===== src/adcs_regs.svh =====
`ifndef ADCS_REGS_SVH
`define ADCS_REGS_SVH

// Register byte offsets on the plain register port
`define ADCS_REG_CTRL 4'h0
`define ADCS_REG_STATUS 4'h4
`define ADCS_REG_RESULT 4'h8

// Field positions
`define ADCS_CTRL_SYNC 0
`define ADCS_STAT_READY 0
`define ADCS_STAT_MASTER 1
`define ADCS_STAT_VALID 2
`define ADCS_STAT_BUSY 3
`define ADCS_INSTR_READ 7
`define ADCS_CMD_SYNC 0

// Widths and reset values
`define ADCS_RESULT_W 24
`define ADCS_RESULT_RST 24'h000000
`define ADCS_SETTLE_PLAIN 3'h4
`define ADCS_SETTLE_SYNC 3'h3

// Timing, clock period 4 ns
`define ADCS_CLK_NS 4
`define ADCS_TURN_CYC 7
`define ADCS_T_DATA_NS 64
`define ADCS_SLAVE_TDATA_CYC (`ADCS_T_DATA_NS / `ADCS_CLK_NS)
`define ADCS_MASTER_TDATA_CYC 4
`define ADCS_TIMEOUT_BITS 8
`define ADCS_CONV_CYC 1024
`define ADCS_RST_HIGH_NS 2048
`define ADCS_RST_HIGH_CYC ((`ADCS_RST_HIGH_NS + `ADCS_CLK_NS - 1) / `ADCS_CLK_NS)

`endif


===== src/adcs_pkg.sv =====
package adcs_pkg;
	typedef enum logic [2:0] {
		st_idle,
		st_instr,
		st_turn,
		st_send,
		st_recv
	} adcs_state_t;
endpackage


===== src/adcs_sync.sv =====
`timescale 1ns/1ps
module adcs_sync #(
	parameter int WIDTH = 1
) (
	// Clock and reset
	input wire logic clk_in,
	input wire logic rst_n_in,
	// Levels
	input wire logic [WIDTH-1:0] async_in,
	output logic [WIDTH-1:0] sync_out
);
	logic [WIDTH-1:0] stage1;

	genvar i;
	generate
		for (i = 0; i < WIDTH; i++) begin : g_bit
			always_ff @(posedge clk_in or negedge rst_n_in) begin
				if (!rst_n_in) begin
					stage1[i] <= 1'b0;
					sync_out[i] <= 1'b0;
				end else begin
					stage1[i] <= async_in[i];
					sync_out[i] <= stage1[i];
				end
			end
		end
	endgenerate
endmodule


===== src/adcs_timer.sv =====
`timescale 1ns/1ps
module adcs_timer (
	// Clock and reset
	input wire logic clk_in,
	input wire logic rst_n_in,
	// Control
	input wire logic run_in,
	input wire logic clear_in,
	input wire logic [7:0] limit_in,
	// Result
	output logic expire_out
);
	logic [7:0] count;

	// Idle count on the master clock, cleared by every serial edge
	always_ff @(posedge clk_in or negedge rst_n_in) begin
		if (!rst_n_in) begin
			count <= 8'h00;
			expire_out <= 1'b0;
		end else if (!run_in || clear_in) begin
			count <= 8'h00;
			expire_out <= 1'b0;
		end else begin
			count <= count + 8'h01;
			expire_out <= (count == limit_in - 8'h01);
		end
	end
endmodule


===== src/adcs_top.sv =====
`timescale 1ns/1ps
`include "adcs_regs.svh"
// Function
// - Mode-select low makes the serial port a clock-receiving slave.
// - Slave mode accepts many instructions per period, host paces clock.
// - Read turnaround starts at instruction's last falling edge, done 6-8 cycles.
// - Unaccessed period: result overwritten, ready pin high then low around it.
// - Sync pin or command bit zeroes modulator count, discards gathered data.
// - Sync keeps the two stored outputs and uses both next result.
// - Channel change plus sync: valid after three more cycles; else four.
// - The cycle holding a sync is lengthened depending on its timing.
// - Slave only: serial clock duty pattern performs a full reset.
// - Master mode offers no reset through the serial pins.
// - Master starts traffic only when ready, one instruction per period.
// - A readable ready status bit lets a fast poller see new data.
// - Stall over eight bit periods resets only the serial interface.
// - Data output pins float except while shifting data out.
// - Low sync pulse restarts counts together across converters.
// - Asynchronous sync is sampled with one master clock of uncertainty.
// - Mode-select high gives master mode, serial clock at a quarter rate.
// - Read in progress blocks the update; old result kept, new dropped.
module adcs_top (
	// Clock and reset
	input wire logic clk_in,
	input wire logic nrst_in,
	// Converter pins
	input wire logic mode_sel_in,
	input wire logic conversion_sync_n_in,
	output logic result_ready_n_out,
	// Serial clock pin
	input wire logic sclk_in,
	output logic sclk_out,
	output logic sclk_oe_n_out,
	// Serial data pins
	input wire logic sdio_in,
	output logic sdio_out,
	output logic sdio_oe_n_out,
	output logic serial_result_out,
	output logic serial_result_oe_n_out,
	// Modulator side
	input wire logic mod_bit_in,
	input wire logic chan_change_in,
	output logic result_valid_out,
	// Register port
	input wire logic [3:0] addr_in,
	input wire logic [31:0] wr_data_in,
	input wire logic wr_in,
	input wire logic rd_in,
	output logic [31:0] rd_data_out
);
	////////////////////////////////////////////////////////////////////////
	logic rst_meta, rst_n;
	logic [3:0] pins_s;
	logic mode_s, sync_n_s, sclk_s, sdio_s;
	logic sclk_d, sync_n_d, master;
	logic s_rise, s_fall, m_rise, m_fall, rise, fall, m_active;
	logic sync_fall, bus_sync, ser_sync, sync_evt, soft_rst, rst_armed;
	logic tmo, served, reading, ready_n, valid, sclk_q, sclk_oe_n, oe_n;
	logic sd_q;
	logic [1:0] div;
	logic [9:0] hi_cnt;
	logic [4:0] bit_cnt;
	logic [2:0] turn_cnt, settle;
	logic [7:0] instr, wbyte, limit;
	logic [9:0] conv_cnt;
	logic [`ADCS_RESULT_W-1:0] acc, prev1, prev2, result_register, shreg;
	adcs_pkg::adcs_state_t state;

	function automatic logic hit(input logic [3:0] a, input logic [3:0] off);
		hit = (a == off);
	endfunction

	always_ff @(posedge clk_in or negedge nrst_in) begin
		if (!nrst_in) begin
			rst_meta <= 1'b0;
			rst_n <= 1'b0;
		end else begin
			rst_meta <= 1'b1;
			rst_n <= rst_meta;
		end
	end

	////////////////////////////////////////////////////////////////////////
	adcs_sync #(.WIDTH(4)) u_sync (
		.clk_in(clk_in),
		.rst_n_in(rst_n),
		.async_in({mode_sel_in, conversion_sync_n_in, sclk_in, sdio_in}),
		.sync_out(pins_s)
	);
	assign {mode_s, sync_n_s, sclk_s, sdio_s} = pins_s;
	assign master = mode_s;
	assign s_rise = !master && sclk_s && !sclk_d;
	assign s_fall = !master && !sclk_s && sclk_d;
	// Edge of the synchronised level; one clock of jitter between parts
	assign sync_fall = sync_n_d && !sync_n_s;
	assign sync_evt = sync_fall || bus_sync || ser_sync;
	assign m_active = master && (state == adcs_pkg::st_instr ||
		state == adcs_pkg::st_send || state == adcs_pkg::st_recv);
	assign m_rise = m_active && (div == 2'h1);
	assign m_fall = m_active && (div == 2'h3);
	assign rise = master ? m_rise : s_rise;
	assign fall = master ? m_fall : s_fall;
	assign reading = (state == adcs_pkg::st_turn) ||
		(state == adcs_pkg::st_send);
	assign limit = master ? 8'(`ADCS_TIMEOUT_BITS * `ADCS_MASTER_TDATA_CYC)
		: 8'(`ADCS_TIMEOUT_BITS * `ADCS_SLAVE_TDATA_CYC);

	always_ff @(posedge clk_in or negedge rst_n) begin
		if (!rst_n) begin
			sclk_d <= 1'b0;
			// Matches the synchroniser's reset level: no false sync
			sync_n_d <= 1'b0;
		end else begin
			sclk_d <= sclk_s;
			sync_n_d <= sync_n_s;
		end
	end

	adcs_timer u_timer (
		.clk_in(clk_in),
		.rst_n_in(rst_n),
		.run_in(state != adcs_pkg::st_idle && state != adcs_pkg::st_turn),
		.clear_in(rise || fall),
		.limit_in(limit),
		.expire_out(tmo)
	);

	////////////////////////////////////////////////////////////////////////
	// Master serial clock: four master clocks per bit
	always_ff @(posedge clk_in or negedge rst_n) begin
		if (!rst_n) begin
			div <= 2'h0;
			sclk_q <= 1'b0;
			sclk_oe_n <= 1'b1;
		end else begin
			sclk_oe_n <= !master;
			if (m_active) begin
				div <= div + 2'h1;
				sclk_q <= (div == 2'h1) || (div == 2'h2);
			end else begin
				div <= 2'h0;
				sclk_q <= 1'b0;
			end
		end
	end

	// Long serial clock high then low in slave mode resets the device
	always_ff @(posedge clk_in or negedge rst_n) begin
		if (!rst_n) begin
			hi_cnt <= 10'h000;
			rst_armed <= 1'b0;
			soft_rst <= 1'b0;
		end else begin
			soft_rst <= rst_armed && s_fall;
			if (master || !sclk_s) begin
				hi_cnt <= 10'h000;
			end else if (hi_cnt != 10'(`ADCS_RST_HIGH_CYC)) begin
				hi_cnt <= hi_cnt + 10'h001;
			end
			if (master) begin
				rst_armed <= 1'b0;
			end else if (sclk_s && hi_cnt == 10'(`ADCS_RST_HIGH_CYC)) begin
				rst_armed <= 1'b1;
			end else if (s_fall) begin
				rst_armed <= 1'b0;
			end
		end
	end

	////////////////////////////////////////////////////////////////////////
	// Serial instruction engine
	always_ff @(posedge clk_in or negedge rst_n) begin
		if (!rst_n) begin
			state <= adcs_pkg::st_idle;
			bit_cnt <= 5'h00;
			turn_cnt <= 3'h0;
			instr <= 8'h00;
			wbyte <= 8'h00;
			shreg <= `ADCS_RESULT_RST;
			sd_q <= 1'b0;
			oe_n <= 1'b1;
			ser_sync <= 1'b0;
		end else if (soft_rst || tmo) begin
			state <= adcs_pkg::st_idle;
			oe_n <= 1'b1;
			ser_sync <= 1'b0;
		end else begin
			ser_sync <= 1'b0;
			case (state)
			adcs_pkg::st_idle: begin
				bit_cnt <= 5'h00;
				if (master && !ready_n && !served) begin
					state <= adcs_pkg::st_instr;
				end else if (s_rise) begin
					instr <= {7'h00, sdio_s};
					bit_cnt <= 5'h01;
					state <= adcs_pkg::st_instr;
				end
			end
			adcs_pkg::st_instr: begin
				if (rise && bit_cnt < 5'h08) begin
					instr <= {instr[6:0], sdio_s};
					bit_cnt <= bit_cnt + 5'h01;
				end else if (fall && bit_cnt == 5'h08) begin
					bit_cnt <= 5'h00;
					turn_cnt <= 3'h0;
					state <= instr[`ADCS_INSTR_READ] ? adcs_pkg::st_turn
						: adcs_pkg::st_recv;
				end
			end
			adcs_pkg::st_turn: begin
				turn_cnt <= turn_cnt + 3'h1;
				if (turn_cnt == 3'(`ADCS_TURN_CYC - 1)) begin
					state <= adcs_pkg::st_send;
					oe_n <= 1'b0;
					shreg <= result_register;
					sd_q <= result_register[`ADCS_RESULT_W-1];
				end
			end
			adcs_pkg::st_send: begin
				if (fall) begin
					if (bit_cnt == 5'(`ADCS_RESULT_W - 1)) begin
						state <= adcs_pkg::st_idle;
						oe_n <= 1'b1;
					end else begin
						shreg <= {shreg[`ADCS_RESULT_W-2:0], 1'b0};
						sd_q <= shreg[`ADCS_RESULT_W-2];
						bit_cnt <= bit_cnt + 5'h01;
					end
				end
			end
			adcs_pkg::st_recv: begin
				if (rise && bit_cnt < 5'h08) begin
					wbyte <= {wbyte[6:0], sdio_s};
					bit_cnt <= bit_cnt + 5'h01;
				end else if (bit_cnt == 5'h08) begin
					ser_sync <= wbyte[`ADCS_CMD_SYNC];
					state <= adcs_pkg::st_idle;
				end
			end
			default: state <= adcs_pkg::st_idle;
			endcase
		end
	end

	// One instruction per ready period in master mode
	always_ff @(posedge clk_in or negedge rst_n) begin
		if (!rst_n) begin
			served <= 1'b0;
		end else if (soft_rst || conv_cnt == 10'(`ADCS_CONV_CYC - 1)) begin
			served <= 1'b0;
		end else if (master && state == adcs_pkg::st_idle && !ready_n) begin
			served <= 1'b1;
		end
	end

	////////////////////////////////////////////////////////////////////////
	// Conversion timing and result update; mode changes leave it alone
	always_ff @(posedge clk_in or negedge rst_n) begin
		if (!rst_n) begin
			conv_cnt <= 10'h000;
			acc <= `ADCS_RESULT_RST;
			prev1 <= `ADCS_RESULT_RST;
			prev2 <= `ADCS_RESULT_RST;
			result_register <= `ADCS_RESULT_RST;
			ready_n <= 1'b1;
		end else if (soft_rst) begin
			conv_cnt <= 10'h000;
			acc <= `ADCS_RESULT_RST;
			prev1 <= `ADCS_RESULT_RST;
			prev2 <= `ADCS_RESULT_RST;
			result_register <= `ADCS_RESULT_RST;
			ready_n <= 1'b1;
		end else if (sync_evt) begin
			conv_cnt <= 10'h000;
			acc <= `ADCS_RESULT_RST;
		end else if (conv_cnt == 10'(`ADCS_CONV_CYC - 1)) begin
			conv_cnt <= 10'h000;
			acc <= `ADCS_RESULT_RST;
			prev1 <= acc;
			prev2 <= prev1;
			ready_n <= 1'b0;
			if (!reading) begin
				result_register <= acc + prev1 + prev2;
			end
		end else begin
			conv_cnt <= conv_cnt + 10'h001;
			acc <= acc + `ADCS_RESULT_W'(mod_bit_in);
			if (conv_cnt == 10'(`ADCS_CONV_CYC - 2)) begin
				ready_n <= 1'b1;
			end
		end
	end

	// Settling of data after a channel change
	always_ff @(posedge clk_in or negedge rst_n) begin
		if (!rst_n) begin
			settle <= 3'h0;
			valid <= 1'b1;
		end else begin
			valid <= (settle == 3'h0);
			if (soft_rst) begin
				settle <= 3'h0;
			end else if (chan_change_in) begin
				settle <= `ADCS_SETTLE_PLAIN;
			end else if (sync_evt && settle != 3'h0) begin
				settle <= `ADCS_SETTLE_SYNC;
			end else if (conv_cnt == 10'(`ADCS_CONV_CYC - 1) &&
				settle != 3'h0) begin
				settle <= settle - 3'h1;
			end
		end
	end

	////////////////////////////////////////////////////////////////////////
	// Register port
	always_ff @(posedge clk_in or negedge rst_n) begin
		if (!rst_n) begin
			bus_sync <= 1'b0;
			rd_data_out <= 32'h00000000;
		end else begin
			bus_sync <= wr_in && hit(addr_in, `ADCS_REG_CTRL) &&
				wr_data_in[`ADCS_CTRL_SYNC];
			rd_data_out <= 32'h00000000;
			if (rd_in && hit(addr_in, `ADCS_REG_STATUS)) begin
				rd_data_out[`ADCS_STAT_READY] <= !ready_n;
				rd_data_out[`ADCS_STAT_MASTER] <= master;
				rd_data_out[`ADCS_STAT_VALID] <= valid;
				rd_data_out[`ADCS_STAT_BUSY] <= state != adcs_pkg::st_idle;
			end else if (rd_in && hit(addr_in, `ADCS_REG_RESULT)) begin
				rd_data_out <= {8'h00, result_register};
			end
		end
	end

	assign result_ready_n_out = ready_n;
	assign sclk_out = sclk_q;
	assign sclk_oe_n_out = sclk_oe_n;
	assign sdio_out = sd_q;
	assign sdio_oe_n_out = oe_n;
	assign serial_result_out = sd_q;
	assign serial_result_oe_n_out = oe_n;
	assign result_valid_out = valid;
endmodule


===== config.mk =====
export PLATFORM = sky130hd
export DESIGN_NAME = adcs_top
export DESIGN_NICKNAME = d
export VERILOG_FILES = /design/src/adcs_pkg.sv /design/src/adcs_sync.sv /design/src/adcs_timer.sv /design/src/adcs_top.sv
export VERILOG_INCLUDE_DIRS = /design/src
export SDC_FILE = /design/constraint.sdc
export NUM_CORES = 1
export LEC_CHECK = 0
export ABC_CLOCK_PERIOD_IN_PS = 8100
export BUFFER_PORTS_ARGS = -buffer_cell sky130_fd_sc_hd__buf_2
export CAP_MARGIN = 20
export CORE_ASPECT_RATIO = 0.9
export CORE_UTILIZATION = 30
export DETAILED_ROUTE_END_ITERATION = 7
export GPL_TIMING_DRIVEN = 0
export SLEW_MARGIN = 20
export SYNTH_ARGS = -nofsm -noshare
export SYNTH_HDL_FRONTEND = slang
export SYNTH_SLANG_ARGS = --single-unit

===== constraint.sdc =====
create_clock -name clk_in -period 8.1 [get_ports clk_in]
set_input_delay 0.405 -clock clk_in [delete_from_list [all_inputs] [get_ports clk_in]]
set_output_delay 0.405 -clock clk_in [all_outputs]
set_load 0.02 [all_outputs]

==> results <==
- The worst setup path is captured at a register.
- The routability-driven placement congestion ratio is 0.835.
- The post-synthesis sequential area ratio is 50.5%.
- The number of flops mapped to enable cells by yosys is 0.
- The max-slew violation total from the final report is 0.
- The power per unit of standard cell area is 204 mW/mm^2.
- Across the run, the number of max-cap violations was 0.
- No sink is reached through more buffers than the 3 on the longest clock path.
- At the later pin of the worst-skew pair, clock insertion delay measures 0.52 ns.
- The number of antenna violations at the first check in global routing is 0.
- The die outline width is 203 um.
- The minimum period implied by the final worst setup slack is 3.57 ns.
- The required time at the endpoint of the critical path is 8.51 ns.
- The number of distinct library cell variants in the gate-level netlist after synthesis is 70.
- The placed wire-length estimate is 17.0 mm.
- The share of the synthesized area in the top cell type is 49.5%.
- Setup repair after global routing left no endpoint under its margin.
- TritonCTS created 24 clock buffers.
- For this configuration, the core starts out at a cell density of 30.7%.
- The flow ran to the end, and the final reports show no timing, DRC or antenna violations.
- The synthesized netlist cell count is 1031.
- The post-CTS clock slew at the launch and capture registers of the worst setup and hold paths is 0.06 ns.
- Of the cells placed in the final design, the portion with a size suffix greater than 1 is 11.7%.
- The post-synthesis average cell area is 10.5 sq um.
- In the post-synthesis netlist, the biggest area contributors are dfrtp_1 (49%), fa_1 (4.4%), ha_1 (4.3%).
- The first-pass detailed-route iteration total is 5.
- Compared with the post-synthesis result, the final layout area differs by 16.9%.
- The number of design rule violations left after detail routing is 0.
- The number of port buffers is 46.
- The die area is 0.0370 sq mm.
- Global routing used 12.9% of the available tracks across all layers.
- For this block, the initial DRC count from the detailed router was 445.
- The final routed wire length divided by cell count is 14.4 um.
- In the routed layout, each cell is associated on average with a via count of 4.70.
- The tree is rooted in a clkbuf_16.
- The via count of the first global-routing pass is 7441.
- The first global-routing pass estimated 39.2 mm of wire.
- Yosys printed 0 warnings.
- The synthesized design contains 219 register bits.
- The worst IR drop on VDD is 0.129 mV.
- The netlist area before placement is 0.0109 sq mm.
- The final route contains 7534 vias.
- In the layout the commonest cells are dfrtp_1 (214), nor2_1 (111), nand2_1 (83).
- The critical path is of the register to register type.
- TritonCTS built the clock tree.
- The class of the worst hold path is primary input to register.
- The clock arrives with 0.0159 ns of skew.
- The post-route antenna net violation count is 0.
- The final setup violation count is 0.
- The number of antenna cells inserted is 0.
- At the end of the flow, the number of nets in the layout was 1226.
- The final hold violation count is 0.
- The share of flip-flops with an asynchronous set or reset after synthesis is 100%.
- The final core utilization is 35.9%.
- Summed over all cells, the static leakage comes to 6.11 nW.
- Timing would allow up to 280 MHz.
- The type of origin of the critical path is a register.
- The design draws 2.59 mW.
- The H-tree level count is 1.
- The standard-cell row count is 65.
- The maximum number of pins on one net before global-route repair is 55.
- Of all nets on the critical path, the largest fanout is 6.
- The measured slew at the worst slew-check pin is 0.712 ns.
- Dividing the final minimum period by the clock period gives 44.1%.
- The clock drives 219 sinks.
- The largest area contributor in the synthesized netlist is dfrtp_1.
- The library cell used most frequently in the layout, excluding fill and tap cells, is dfrtp_1.
- The worst slew slack as a fraction of its limit is 52.5%.
- In the synthesized netlist the dominant register cell turns out to be dfrtp_1.
- For the worst setup path, the data arrival time is 3.98 ns.
- The final layout contains routed wiring with a total length of 23.1 mm.
- The floorplan step set the die height to 183 um.
- The number of ports placed on the die boundary is 86.
- For this run the aggregate overflow at the end of global routing stands at 0.
- The area of the placeable core is 0.0354 sq mm.
## flip-flops by register name (all words and copies together) (netlist names), 2 cells and up
name / flops
rd_data_out: 24
u_timer.count: 8
result_register: 24
u_sync.sync_out: 4
settle: 3
shreg: 23
hi_cnt: 10
prev1: 24
acc: 24
instr: 8
turn_cnt: 3
prev2: 24
u_sync.stage1: 4
state: 3
div: 2
bit_cnt: 5
conv_cnt: 10
## through the flow
stage               setup TNS [ns]  instances  hold slack, ns  instance area (sq um)  setup slack [ns]
floorplan                        0       1038           0.109                  10900              1.55
global placement           -209.84       1553           0.191                  11700             -1.00
detailed placement               0       1557           0.194                  11800              4.52
CTS                              0       1604          0.0503                  12700              4.51
global route                     0       1604          0.0508                  12700              4.33
finish                           0       1604          0.0684                  12700              4.53
## path summary, 6_finish.rpt
kind | startpoint | cells past startpoint | endpoint | slack (ns)
worst max-delay path | acc[1] | 10 | result_register[17] | 4.53
max in group asynchronous | rst_n | 3 | sdio_oe_n_out | 6.52
worst max register to register | acc[1] | 10 | result_register[17] | 4.53
worst min register to register | rst_n | 0 | hi_cnt[3] | 0.32
min in group asynchronous | nrst_in | 2 | rst_meta | 0.20
worst min-delay path | addr_in[1] | 2 | bus_sync | 0.07
## routing by layer
metal  part of all wire, %  global-route usage, %  vias to the layer above
li1                      -                      -                     3751
met1                    50                   18.5                     3663
met2                    45                   20.9                       98
met3                   3.1                   1.64                       22
met4                   1.3                   2.53                        0
met5                     0                      0                        -
## cells in the mapped netlist, types with 2 or more instances
| master | count |
|---|---|
| a2111oi_0 | 3 |
| a21o_1 | 6 |
| a21oi_1 | 65 |
| a22o_1 | 51 |
| a31oi_1 | 5 |
| a41oi_1 | 2 |
| and2_1 | 24 |
| and3_1 | 18 |
| buf_1 | 7 |
| buf_2 | 7 |
| buf_4 | 11 |
| clkbuf_1 | 25 |
| conb_1 | 2 |
| dfrtp_1 | 215 |
| dfstp_2 | 4 |
| fa_1 | 24 |
| ha_1 | 37 |
| inv_1 | 33 |
| mux2_2 | 2 |
| mux2i_1 | 34 |
| nand2_1 | 83 |
| nand2b_1 | 14 |
| nand3_1 | 37 |
| nand4_1 | 10 |
| nor2_1 | 111 |
| nor2b_1 | 4 |
| nor3_1 | 16 |
| nor3_4 | 2 |
| nor3b_1 | 4 |
| nor4_1 | 5 |
| o211ai_1 | 3 |
| o21a_1 | 4 |
| o21ai_0 | 41 |
| o21ai_1 | 2 |
| o21bai_1 | 4 |
| o22ai_1 | 4 |
| o31ai_1 | 10 |
| or2_2 | 5 |
| or3_1 | 7 |
| or4_1 | 2 |
| xnor2_1 | 25 |
| xor2_1 | 35 |
## critical path, cell delays in order (launching register included)
cell	delay [ns]
dfrtp_1	0.44
fa_1	0.52
ha_1	0.25
fa_1	0.41
a21o_1	0.24
a221oi_1	0.38
o21a_1	0.26
o21ai_2	0.15
o31ai_1	0.50
mux2i_1	0.25
nand2_1	0.06
## logic make-up after synthesis
| logic type | synth area share (%) |
|---|---|
| flops | 50.5 |
| xor+xnor | 4.83 |
| simple gates | 15.7 |
| mux | 3.48 |
| compound gates | 13.3 |
| other cells | 0.0691 |
| fa+ha+maj | 8.68 |
| buf+inv | 3.48 |
## final cells by class
type                    instances  area, sq um
fillers                      3497        22700
well taps                     469          587
clock inverters                10          134
clock buffers                  32          702
flip-flops and latches        219         5490
repair buffers                 55          383
plain buffers                  52          254
inverters                      33          124
multi-input cells             734         5030
## power breakdown
group | internal, mW | switching (mW) | total [mW]
clock | 0.702 | 0.440 | 1.14
sequential | 1.14 | 0.0438 | 1.18
combinational | 0.108 | 0.160 | 0.268
total | 1.95 | 0.645 | 2.59
## what timing repair did
action / CTS / global route
buffers inserted: 0 / 0
hold endpoints to repair: 6 / 0
resized for setup: 0 / 0
hold buffers: 5 / 0
No activity file was read; power rests on OpenSTA's default activity.
